$ cat config.mk
export PLATFORM = sky130hd
export DESIGN_NAME = cpps_regs
export DESIGN_NICKNAME = d
export VERILOG_FILES = /design/src/design/cpps_pkg.sv /design/src/design/cpps_pin_sync.sv /design/src/design/cpps_profile_status.sv /design/src/design/cpps_regs.sv
export SDC_FILE = /design/constraint.sdc
export NUM_CORES = 1
export LEC_CHECK = 0
export ABC_AREA = 1
export BUFFER_PORTS_ARGS = -buffer_cell sky130_fd_sc_hd__buf_4
export CAP_MARGIN = 5
export CORE_UTILIZATION = 45
export CTS_CLUSTER_SIZE = 12
export DETAILED_ROUTE_END_ITERATION = 8
export PLACE_DENSITY_LB_ADDON = 0.12
export SLEW_MARGIN = 20
export SYNTH_ARGS = -nofsm -noshare
export SYNTH_HDL_FRONTEND = slang
export SYNTH_HIERARCHICAL = 1
export SYNTH_SLANG_ARGS = --single-unit
export TNS_END_PERCENT = 5
$ cat constraint.sdc
create_clock -name clk -period 1.8 [get_ports clk]
set_clock_uncertainty 0.2 [all_clocks]
set_input_delay 0.18 -clock clk [delete_from_list [all_inputs] [get_ports clk]]
set_output_delay 0.18 -clock clk [all_outputs]
set_load 0.005 [all_outputs]
$ cat src/design/cpps_pkg.sv
// Constants and types shared by the profile, pin status and configuration register block.
// Function
// - Profile status bits never drive alert or attach
// - Clear custom/DCP/CDP/pass-through on disable, mode, removal
// - Seven legacy bits, same clear conditions
// - No-handshake only in dedicated cycle; cleared per profile
// - No-handshake set at profile end, exclusive
// - Undervoltage flag holds port switch off
// - Custom accept: custom switch and limit settings
// - DCP accept: dedicated switch bit, constant limiting
// - CDP accept: switch closed, trip limiting
// - Pass-through: bit set, switch closed, trip
// - Pass-through bit re-reports only after mode-one toggle
// - Legacy accept: dedicated switch bit, custom limit
// - Mirror effective controls into pin status bits
// - Polarity strap decoded once after reset
// - Two-bit power state field reported live
// - Bus access wakes; sleep code never read
// - Configuration reset values as listed
// - Controls are pin OR set bit unless ignored
package cpps_pkg;

  localparam logic [7:0] ADDR_PROFILE_A = 8'h12;
  localparam logic [7:0] ADDR_LEGACY = 8'h13;
  localparam logic [7:0] ADDR_PIN_STATUS = 8'h14;
  localparam logic [7:0] ADDR_GENERAL = 8'h15;
  localparam logic [7:0] ADDR_EMULATION = 8'h16;
  localparam logic [7:0] ADDR_SWITCH = 8'h17;
  localparam logic [7:0] ADDR_ATTACH = 8'h18;
  localparam logic [7:0] ADDR_DATA_SWITCH = 8'h25;

  localparam logic [7:0] RST_GENERAL = 8'h01;
  localparam logic [7:0] RST_EMULATION = 8'h8c;
  localparam logic [7:0] RST_SWITCH = 8'h04;
  localparam logic [7:0] RST_ATTACH = 8'h45;
  localparam logic [7:0] RST_DATA_SWITCH = 8'h14;

  // Profile status A fields.
  localparam int PA_NO_HANDSHAKE = 7;
  localparam int PA_UNDERVOLT = 4;
  localparam int PA_CUSTOM = 3;
  localparam int PA_DCP = 2;
  localparam int PA_CDP = 1;
  localparam int PA_PASSTHROUGH = 0;

  // Switch configuration fields.
  localparam int SW_PIN_IGNORE = 7;
  localparam int SW_EMULATION_ENABLE_SET = 5;
  localparam int SW_M2_SET = 4;
  localparam int SW_M1_SET = 3;
  localparam int SW_PORT_POWER_ENABLE_SET = 1;

  // Data switch configuration fields.
  localparam int DS_HSW_CUSTOM_ACCEPT_BIT = 3;
  localparam int DS_DEDICATED_CYCLE_SWITCH_CTL = 0;

  // Pin status fields.
  localparam int PS_PORT_POWER_ENABLE = 6;
  localparam int PS_M2 = 5;
  localparam int PS_M1 = 4;
  localparam int PS_EMULATION_ENABLE = 3;
  localparam int PS_POLARITY = 2;

  localparam int NUM_LEGACY = 7;
  localparam int STRAP_SETTLE_CYCLES = 4;

  typedef enum logic [1:0] {
    CPPS_PWR_SLEEP = 2'b00,
    CPPS_PWR_DETECT = 2'b01,
    CPPS_PWR_ACTIVE = 2'b10,
    CPPS_PWR_ERROR = 2'b11
  } cpps_power_state_field_t;

  // External control pins, raw or synchronised.
  typedef struct packed {
    logic polarity_select;
    logic port_power_enable;
    logic mode_select_two;
    logic mode_select_one;
    logic emulation_enable;
  } cpps_pins_t;

  // Events and levels from the emulation engine, same clock.
  typedef struct packed {
    logic dedicated_emulation_cycle;
    logic profile_applied;
    logic profile_end_no_handshake_flag;
    logic custom_accept;
    logic dcp_accept;
    logic cdp_accept;
    logic [NUM_LEGACY-1:0] legacy_accept;
    logic passthrough_active;
    logic removal;
  } cpps_emu_evt_t;

  typedef struct packed {
    logic [7:0] general;
    logic [7:0] emulation;
    logic [7:0] switch_cfg;
    logic [7:0] attach;
    logic [7:0] data_switch;
  } cpps_cfg_t;

  // Effective controls after the pin and set bit combination.
  typedef struct packed {
    logic port_power_enable;
    logic mode_select_two;
    logic mode_select_one;
    logic emulation_enable;
  } cpps_ctl_t;

endpackage

$ cat src/design/cpps_pin_sync.sv
// Three-stage pin synchroniser that accepts a change once stages two and three agree.
`timescale 1ns/10ps
module cpps_pin_sync #(
  parameter int WIDTH = 5
) (
  input wire logic clk,
  input wire logic rst_n,
  input wire logic [WIDTH-1:0] pin_raw,
  output logic [WIDTH-1:0] pin_stable_q
);

  initial begin
    if (WIDTH < 1) begin
      $error("cpps_pin_sync: WIDTH must be at least 1");
    end
  end

  logic [WIDTH-1:0] meta_q;
  logic [WIDTH-1:0] sync2_q;
  logic [WIDTH-1:0] sync3_q;

  // The first stage feeds only the second stage, never the agreement check.
  genvar gi;
  generate
    for (gi = 0; gi < WIDTH; gi++) begin : g_bit
      always_ff @(posedge clk or negedge rst_n) begin
        if (!rst_n) begin
          meta_q[gi] <= 1'b0;
          sync2_q[gi] <= 1'b0;
          sync3_q[gi] <= 1'b0;
          pin_stable_q[gi] <= 1'b0;
        end else begin
          meta_q[gi] <= pin_raw[gi];
          sync2_q[gi] <= meta_q[gi];
          sync3_q[gi] <= sync2_q[gi];
          if (sync2_q[gi] == sync3_q[gi]) begin
            pin_stable_q[gi] <= sync3_q[gi];
          end
        end
      end
    end
  endgenerate

endmodule

$ cat src/design/cpps_profile_status.sv
// Accepted-profile indicators with their clear conditions and pass-through re-arm.
`timescale 1ns/10ps
module cpps_profile_status (
  input wire logic clk,
  input wire logic rst_n,
  input wire cpps_pkg::cpps_emu_evt_t evt,
  input wire logic clear_evt,
  input wire logic mode_one_toggle,
  output logic no_handshake_flag_q,
  output logic custom_accept_bit_q,
  output logic dcp_bit_q,
  output logic cdp_bit_q,
  output logic passthrough_bit_q,
  output logic [cpps_pkg::NUM_LEGACY-1:0] legacy_accept_q
);

  logic pt_armed_q;
  logic any_accept;

  assign any_accept = evt.custom_accept | evt.dcp_accept | evt.cdp_accept
                      | (|evt.legacy_accept);

  // A setting event in the same cycle as a clear wins, so no acceptance is lost.
  always_ff @(posedge clk or negedge rst_n) begin
    if (!rst_n) begin
      custom_accept_bit_q <= 1'b0;
      dcp_bit_q <= 1'b0;
      cdp_bit_q <= 1'b0;
    end else begin
      custom_accept_bit_q <= evt.custom_accept | (custom_accept_bit_q & ~clear_evt);
      dcp_bit_q <= evt.dcp_accept | (dcp_bit_q & ~clear_evt);
      cdp_bit_q <= evt.cdp_accept | (cdp_bit_q & ~clear_evt);
    end
  end

  genvar gi;
  generate
    for (gi = 0; gi < cpps_pkg::NUM_LEGACY; gi++) begin : g_legacy
      always_ff @(posedge clk or negedge rst_n) begin
        if (!rst_n) begin
          legacy_accept_q[gi] <= 1'b0;
        end else begin
          legacy_accept_q[gi] <= evt.legacy_accept[gi] | (legacy_accept_q[gi] & ~clear_evt);
        end
      end
    end
  endgenerate

  // Pass-through reports once per arming; removal clears it but does not re-arm.
  always_ff @(posedge clk or negedge rst_n) begin
    if (!rst_n) begin
      pt_armed_q <= 1'b1;
      passthrough_bit_q <= 1'b0;
    end else begin
      if (evt.passthrough_active && pt_armed_q) begin
        passthrough_bit_q <= 1'b1;
        pt_armed_q <= 1'b0;
      end else begin
        passthrough_bit_q <= passthrough_bit_q & ~clear_evt;
        if (mode_one_toggle) begin
          pt_armed_q <= 1'b1;
        end
      end
    end
  end

  always_ff @(posedge clk or negedge rst_n) begin
    if (!rst_n) begin
      no_handshake_flag_q <= 1'b0;
    end else if (any_accept || evt.profile_applied || evt.passthrough_active
                 || !evt.dedicated_emulation_cycle) begin
      no_handshake_flag_q <= 1'b0;
    end else if (evt.profile_end_no_handshake_flag && !custom_accept_bit_q && !dcp_bit_q
                 && !cdp_bit_q && !passthrough_bit_q && !(|legacy_accept_q)) begin
      no_handshake_flag_q <= 1'b1;
    end
  end

endmodule

$ cat src/design/cpps_regs.sv
// Top of the profile, pin status and configuration register block.
`timescale 1ns/10ps
module cpps_regs #(
  parameter int STRAP_SETTLE = cpps_pkg::STRAP_SETTLE_CYCLES
) (
  input wire logic clk,
  input wire logic rst_n,
  input wire logic [7:0] reg_addr,
  input wire logic reg_wr,
  input wire logic [7:0] reg_wdata,
  input wire logic reg_rd,
  output logic [7:0] reg_rdata_q,
  output logic reg_rvalid_q,
  output logic wake_request_q,
  input wire cpps_pkg::cpps_pins_t pins_raw,
  input wire logic source_uvlo_raw,
  input wire cpps_pkg::cpps_power_state_field_t power_state,
  input wire cpps_pkg::cpps_emu_evt_t emu_evt,
  input wire logic custom_limit_trip,
  output cpps_pkg::cpps_cfg_t cfg_q,
  output cpps_pkg::cpps_ctl_t ctl_q,
  output logic polarity_high_q,
  output logic port_switch_on_q,
  output logic hs_switch_closed_q,
  output logic trip_limit_q
);

  initial begin
    if (STRAP_SETTLE < 3 || STRAP_SETTLE > 255) begin
      $error("cpps_regs: STRAP_SETTLE must lie in 3..255");
    end
  end

  localparam logic [7:0] SETTLE_LAST = 8'(STRAP_SETTLE);

  cpps_pkg::cpps_pins_t pins_sync;
  logic [1:0] uvlo_sync;
  logic source_undervoltage_flag;

  cpps_pin_sync #(
    .WIDTH(5)
  ) u_pin_sync (
    .clk(clk),
    .rst_n(rst_n),
    .pin_raw(pins_raw),
    .pin_stable_q(pins_sync)
  );

  cpps_pin_sync #(
    .WIDTH(2)
  ) u_uvlo_sync (
    .clk(clk),
    .rst_n(rst_n),
    .pin_raw({1'b0, source_uvlo_raw}),
    .pin_stable_q(uvlo_sync)
  );

  assign source_undervoltage_flag = uvlo_sync[0];

  // Polarity strap: caught once, after the synchroniser has settled past reset.
  logic [7:0] settle_cnt_q;
  logic strap_done_q;

  always_ff @(posedge clk or negedge rst_n) begin
    if (!rst_n) begin
      settle_cnt_q <= 8'h00;
      strap_done_q <= 1'b0;
      polarity_high_q <= 1'b0;
    end else if (!strap_done_q) begin
      if (settle_cnt_q == SETTLE_LAST) begin
        strap_done_q <= 1'b1;
        polarity_high_q <= pins_sync.polarity_select;
      end else begin
        settle_cnt_q <= settle_cnt_q + 8'h01;
      end
    end
  end

  // Configuration registers; the status addresses accept no write.
  always_ff @(posedge clk or negedge rst_n) begin
    if (!rst_n) begin
      cfg_q.general <= cpps_pkg::RST_GENERAL;
      cfg_q.emulation <= cpps_pkg::RST_EMULATION;
      cfg_q.switch_cfg <= cpps_pkg::RST_SWITCH;
      cfg_q.attach <= cpps_pkg::RST_ATTACH;
      cfg_q.data_switch <= cpps_pkg::RST_DATA_SWITCH;
    end else if (reg_wr) begin
      unique case (reg_addr)
        cpps_pkg::ADDR_GENERAL: begin
          cfg_q.general <= reg_wdata;
        end
        cpps_pkg::ADDR_EMULATION: begin
          cfg_q.emulation <= reg_wdata;
        end
        cpps_pkg::ADDR_SWITCH: begin
          cfg_q.switch_cfg <= reg_wdata;
        end
        cpps_pkg::ADDR_ATTACH: begin
          cfg_q.attach <= reg_wdata;
        end
        cpps_pkg::ADDR_DATA_SWITCH: begin
          cfg_q.data_switch <= reg_wdata;
        end
        default: begin
          cfg_q.general <= cfg_q.general;
        end
      endcase
    end
  end

  // Effective controls: pin OR set bit, or set bit alone when pins are ignored.
  logic pin_ignore;
  logic pwr_pin_active;
  cpps_pkg::cpps_ctl_t ctl_d;

  assign pin_ignore = cfg_q.switch_cfg[cpps_pkg::SW_PIN_IGNORE];
  assign pwr_pin_active = polarity_high_q ? pins_sync.port_power_enable
                                          : ~pins_sync.port_power_enable;

  always_comb begin
    ctl_d.port_power_enable = cfg_q.switch_cfg[cpps_pkg::SW_PORT_POWER_ENABLE_SET]
                              | (~pin_ignore & strap_done_q & pwr_pin_active);
    ctl_d.mode_select_two = cfg_q.switch_cfg[cpps_pkg::SW_M2_SET]
                            | (~pin_ignore & pins_sync.mode_select_two);
    ctl_d.mode_select_one = cfg_q.switch_cfg[cpps_pkg::SW_M1_SET]
                            | (~pin_ignore & pins_sync.mode_select_one);
    ctl_d.emulation_enable = cfg_q.switch_cfg[cpps_pkg::SW_EMULATION_ENABLE_SET]
                             | (~pin_ignore & pins_sync.emulation_enable);
  end

  always_ff @(posedge clk or negedge rst_n) begin
    if (!rst_n) begin
      ctl_q <= '0;
    end else begin
      ctl_q <= ctl_d;
    end
  end

  // Clear causes for the accepted-profile bits.
  logic power_disable_evt;
  logic mode_change_evt;
  logic mode_one_toggle;
  logic clear_evt;

  assign power_disable_evt = ctl_q.port_power_enable & ~ctl_d.port_power_enable;
  assign mode_one_toggle = ctl_q.mode_select_one ^ ctl_d.mode_select_one;
  assign mode_change_evt = mode_one_toggle
                           | (ctl_q.mode_select_two ^ ctl_d.mode_select_two)
                           | (ctl_q.emulation_enable ^ ctl_d.emulation_enable);
  assign clear_evt = power_disable_evt | mode_change_evt | emu_evt.removal;

  logic no_handshake_flag;
  logic custom_accept_bit;
  logic dcp_bit;
  logic cdp_bit;
  logic passthrough_bit;
  logic [cpps_pkg::NUM_LEGACY-1:0] legacy_accept;

  cpps_profile_status u_profile (
    .clk(clk),
    .rst_n(rst_n),
    .evt(emu_evt),
    .clear_evt(clear_evt),
    .mode_one_toggle(mode_one_toggle),
    .no_handshake_flag_q(no_handshake_flag),
    .custom_accept_bit_q(custom_accept_bit),
    .dcp_bit_q(dcp_bit),
    .cdp_bit_q(cdp_bit),
    .passthrough_bit_q(passthrough_bit),
    .legacy_accept_q(legacy_accept)
  );

  // Data switch and current limit follow whichever profile was accepted.
  // These indicators feed no alert or attach output, so they stay side-effect free.
  always_ff @(posedge clk or negedge rst_n) begin
    if (!rst_n) begin
      hs_switch_closed_q <= 1'b0;
      trip_limit_q <= 1'b1;
    end else if (custom_accept_bit) begin
      hs_switch_closed_q <= cfg_q.data_switch[cpps_pkg::DS_HSW_CUSTOM_ACCEPT_BIT];
      trip_limit_q <= custom_limit_trip;
    end else if (dcp_bit) begin
      hs_switch_closed_q <= cfg_q.data_switch[cpps_pkg::DS_DEDICATED_CYCLE_SWITCH_CTL];
      trip_limit_q <= 1'b0;
    end else if (cdp_bit || passthrough_bit) begin
      hs_switch_closed_q <= 1'b1;
      trip_limit_q <= 1'b1;
    end else if (|legacy_accept) begin
      hs_switch_closed_q <= cfg_q.data_switch[cpps_pkg::DS_DEDICATED_CYCLE_SWITCH_CTL];
      trip_limit_q <= custom_limit_trip;
    end else begin
      hs_switch_closed_q <= 1'b0;
      trip_limit_q <= 1'b1;
    end
  end

  always_ff @(posedge clk or negedge rst_n) begin
    if (!rst_n) begin
      port_switch_on_q <= 1'b0;
    end else begin
      port_switch_on_q <= ctl_d.port_power_enable & ~source_undervoltage_flag;
    end
  end

  // Status words assembled for reading.
  logic [7:0] profile_a_word;
  logic [7:0] legacy_word;
  logic [7:0] pin_word;
  logic [1:0] state_code;

  // Any access wakes the device, so a sleep code is shown as detect.
  assign state_code = (power_state == cpps_pkg::CPPS_PWR_SLEEP)
                      ? cpps_pkg::CPPS_PWR_DETECT : power_state;

  always_comb begin
    profile_a_word = 8'h00;
    profile_a_word[cpps_pkg::PA_NO_HANDSHAKE] = no_handshake_flag;
    profile_a_word[cpps_pkg::PA_UNDERVOLT] = source_undervoltage_flag;
    profile_a_word[cpps_pkg::PA_CUSTOM] = custom_accept_bit;
    profile_a_word[cpps_pkg::PA_DCP] = dcp_bit;
    profile_a_word[cpps_pkg::PA_CDP] = cdp_bit;
    profile_a_word[cpps_pkg::PA_PASSTHROUGH] = passthrough_bit;
    legacy_word = {1'b0, legacy_accept};
    pin_word = 8'h00;
    pin_word[cpps_pkg::PS_PORT_POWER_ENABLE] = ctl_q.port_power_enable;
    pin_word[cpps_pkg::PS_M2] = ctl_q.mode_select_two;
    pin_word[cpps_pkg::PS_M1] = ctl_q.mode_select_one;
    pin_word[cpps_pkg::PS_EMULATION_ENABLE] = ctl_q.emulation_enable;
    pin_word[cpps_pkg::PS_POLARITY] = polarity_high_q;
    pin_word[1:0] = state_code;
  end

  always_ff @(posedge clk or negedge rst_n) begin
    if (!rst_n) begin
      reg_rdata_q <= 8'h00;
      reg_rvalid_q <= 1'b0;
    end else begin
      reg_rvalid_q <= reg_rd;
      if (reg_rd) begin
        unique case (reg_addr)
          cpps_pkg::ADDR_PROFILE_A: begin
            reg_rdata_q <= profile_a_word;
          end
          cpps_pkg::ADDR_LEGACY: begin
            reg_rdata_q <= legacy_word;
          end
          cpps_pkg::ADDR_PIN_STATUS: begin
            reg_rdata_q <= pin_word;
          end
          cpps_pkg::ADDR_GENERAL: begin
            reg_rdata_q <= cfg_q.general;
          end
          cpps_pkg::ADDR_EMULATION: begin
            reg_rdata_q <= cfg_q.emulation;
          end
          cpps_pkg::ADDR_SWITCH: begin
            reg_rdata_q <= cfg_q.switch_cfg;
          end
          cpps_pkg::ADDR_ATTACH: begin
            reg_rdata_q <= cfg_q.attach;
          end
          cpps_pkg::ADDR_DATA_SWITCH: begin
            reg_rdata_q <= cfg_q.data_switch;
          end
          default: begin
            reg_rdata_q <= 8'h00;
          end
        endcase
      end
    end
  end

  always_ff @(posedge clk or negedge rst_n) begin
    if (!rst_n) begin
      wake_request_q <= 1'b0;
    end else begin
      wake_request_q <= reg_rd | reg_wr;
    end
  end

endmodule
==> results by group <==
Pwr
  • Lkg Pwr: approximately 3.4 nW
  • Pwr Density: 746 nW/um^2
  • VDD IR max: just under 0.5 mV
  • Tot Pwr: 4.77 mW

Outcome
  • Run status: completed

Detailed routing
  • Drc violations: 0
  • Routed len/inst: between 10 and 15 um
  • Total number of vias: 4,286
  • Routed Antenna Nets: 0
  • DRT iter0 DRCs: between 150 and 200
  • Drt first pass iters: 5
  • Via-to-Cell Ratio: 4.92
  • WL final: 12,800 um

Layout
  • Multi-input gate area: 1890 um^2
  • Final Non-Filler Cells: 871
  • FILL cells: 934
  • Net count, final: 776
  • Design area: 6400 um^2
  • Flip-flop and latch area: 2620 um^2
  • Ant diodes: 0
  • Area Growth Syn to Fin: 33.4%
  • Layout cells sized above 1: 23.9%

Setup path
  • CP Launch Type: register
  • CP Data Arrival Time: 1780 ps
  • Worst setup path class: reg -> reg
  • CP max FO: 4
  • Worst setup EP type: register
  • Reg2reg start: settle_cnt_q[0]
  • Setup crit start: settle_cnt_q[0]
  • Critical Path RT: 1860 ps

Floorplan
  • Row cnt: 37
  • # IOs: 102
  • Initial Util: 46.4%
  • Die X: 105 um
  • Die area: 11,100 um^2
  • Core Region: just over 10,000 um^2
  • Die H: 105 um

Logic synthesis
  • Mapped Nets: 624
  • Post-synthesis cell count: roughly 580
  • Post-Syn Area: 4790 um^2
  • Synth warnings: 6
  • Average size of a mapped cell: between 8 and 9 um^2

STA
  • Fin. Hold Viols: 0
  • Worst slew pin tran: between 400 and 500 ps
  • Crit share post-route: a little over nine tenths
  • Endpoints failing setup: 0
  • F_max: 584 MHz
  • Rel. slew slack: 71.0%
  • Final WS setup: 87.1 ps
  • Unrepaired setup endpoints after global routing: yes
  • Tmin final: 1710 ps
  • Slew Limit Fails: 0
  • Min Hold Slack: between 60 and 70 ps

Min path
  • HP Class: in -> reg
  • Hold_sp: power_state[1]

Clocking
  • CTS tree: done
  • Root Buffer: clkbuf_8
  • Clock tree buffer depth: 2
  • TritonCTS Buffers: 9
  • H-tree depth: 3
  • Clk sink count: 104
  • Clk_lat worst skew: 380 ps
  • Worst-path clk slew: 110 ps

Placement
  • Post-placement cell area: 5830 um^2
  • DP Cell Count: 820
  • DP HPWL: 9430 um
  • Placer Congestion: 0.887
  • Post-place setup slack: -164 ps
  • IO Port Bufs: 101

Global routing
  • Pin count of the biggest net entering global routing: 66
  • Global Route Usage Sum: 24.1%
  • Initial antenna violation count: 0
  • Total gr overflow: 0
  • Vias in the first global route: ~4,000
  • First-pass GRT wire length: 20,400 um

Run
  • Maxcap violations: 0
==> placed cells by master (no fill, tap or decap), types with 6 or more instances in the layout <==
cell           instances
a21oi_1               10
inv_1                 55
dlygate4sd3_1         33
nand2_1              181
o21ai_0               45
dfstp_2               12
xor2_1                 7
nor2_1                47
nand2_2                9
clkbuf_8               9
nor2_4                 9
dfrtp_1               92
buf_4                118
o21bai_1               6
nand3_1               62
o21ai_1                6
==> critical path, cell delays in order (launching register included) <==
cell	delay, ps
dfrtp_1	430
inv_1	80
ha_1	200
nand4_1	110
nor2_2	50
nor2_2	160
nand2_1	100
o21ai_0	180
nand2_1	90
==> layout make-up <==
| class | count | share of cell area, % |
|---|---|---|
| multi-input combinational | 402 | 29.6 |
| sequential | 104 | 40.9 |
| clock buffer | 9 | 1.94 |
| clock inverter | 7 | 1.47 |
| timing repair buffer | 154 | 19.9 |
| tap | 136 | 2.66 |
| inverter | 59 | 3.46 |
==> timing repair <==
item | in CTS | in global routing
resized for setup | 0 | 9
hold endpoints to repair | 174 | 0
hold buffers | 33 | 0
pin swaps | 1 | 2
buffers inserted | 1 | 1
endpoints found under the setup margin | 11 | 15
==> state kept, by name, indices dropped and copies added (netlist names), 4 cells and up <==
| register | cells |
|---|---|
| cfg_q | 40 |
| reg_rdata_q | 8 |
| settle_cnt_q | 8 |
| u_profile/legacy_accept_q | 7 |
| u_pin_sync/meta_q | 5 |
| u_pin_sync/pin_stable_q | 5 |
| u_pin_sync/sync2_q | 5 |
| u_pin_sync/sync3_q | 5 |
| ctl_q | 4 |
==> path summary, 6_finish.rpt <==
check                      cells after the start                    end  slack, ps
max                                            8        settle_cnt_q[4]         90
min                                            7         reg_rdata_q[1]         70
max in group asynchronous                      3               cfg_q[3]        660
max reg2reg                                    8        settle_cnt_q[4]         90
min in group asynchronous                      2              cfg_q[32]        120
min reg2reg                                    0  u_pin_sync/sync2_q[4]        160
==> power by group <==
part           internal, mW  total [mW]  switching [mW]  leakage (nW)
Sequential             2.50        2.62           0.126          1.25
Combinational         0.314       0.642           0.328          2.02
Clock                 0.569        1.51           0.937         0.107
Total                  3.38        4.77            1.39          3.38
==> routing by layer <==
| metal | wire (um) | global-route usage (%) | vias to the layer above | share of wire (%) |
|---|---|---|---|---|
| met1 | 5420 | 30.6 | 1999 | 42 |
| met2 | 6430 | 40.5 | 114 | 50 |
| met4 | 374 | 10.1 | 0 | 2.9 |
| met3 | 539 | 4.76 | 27 | 4.2 |
| li1 | - | - | 2146 | - |
| met5 | 0 | 0 | - | 0 |
==> through the flow <==
stage / setup TNS (ps) / utilization (%)
2_1_floorplan: 0 / -
3_3_place_gp: -1040 / 56.4
4_1_cts: 0 / 61.8
5_1_grt: -66.6 / 62.0
3_5_place_dp: -1360 / 56.4
6_report: 0 / 62.0
Power figures use the tool's default switching activity.
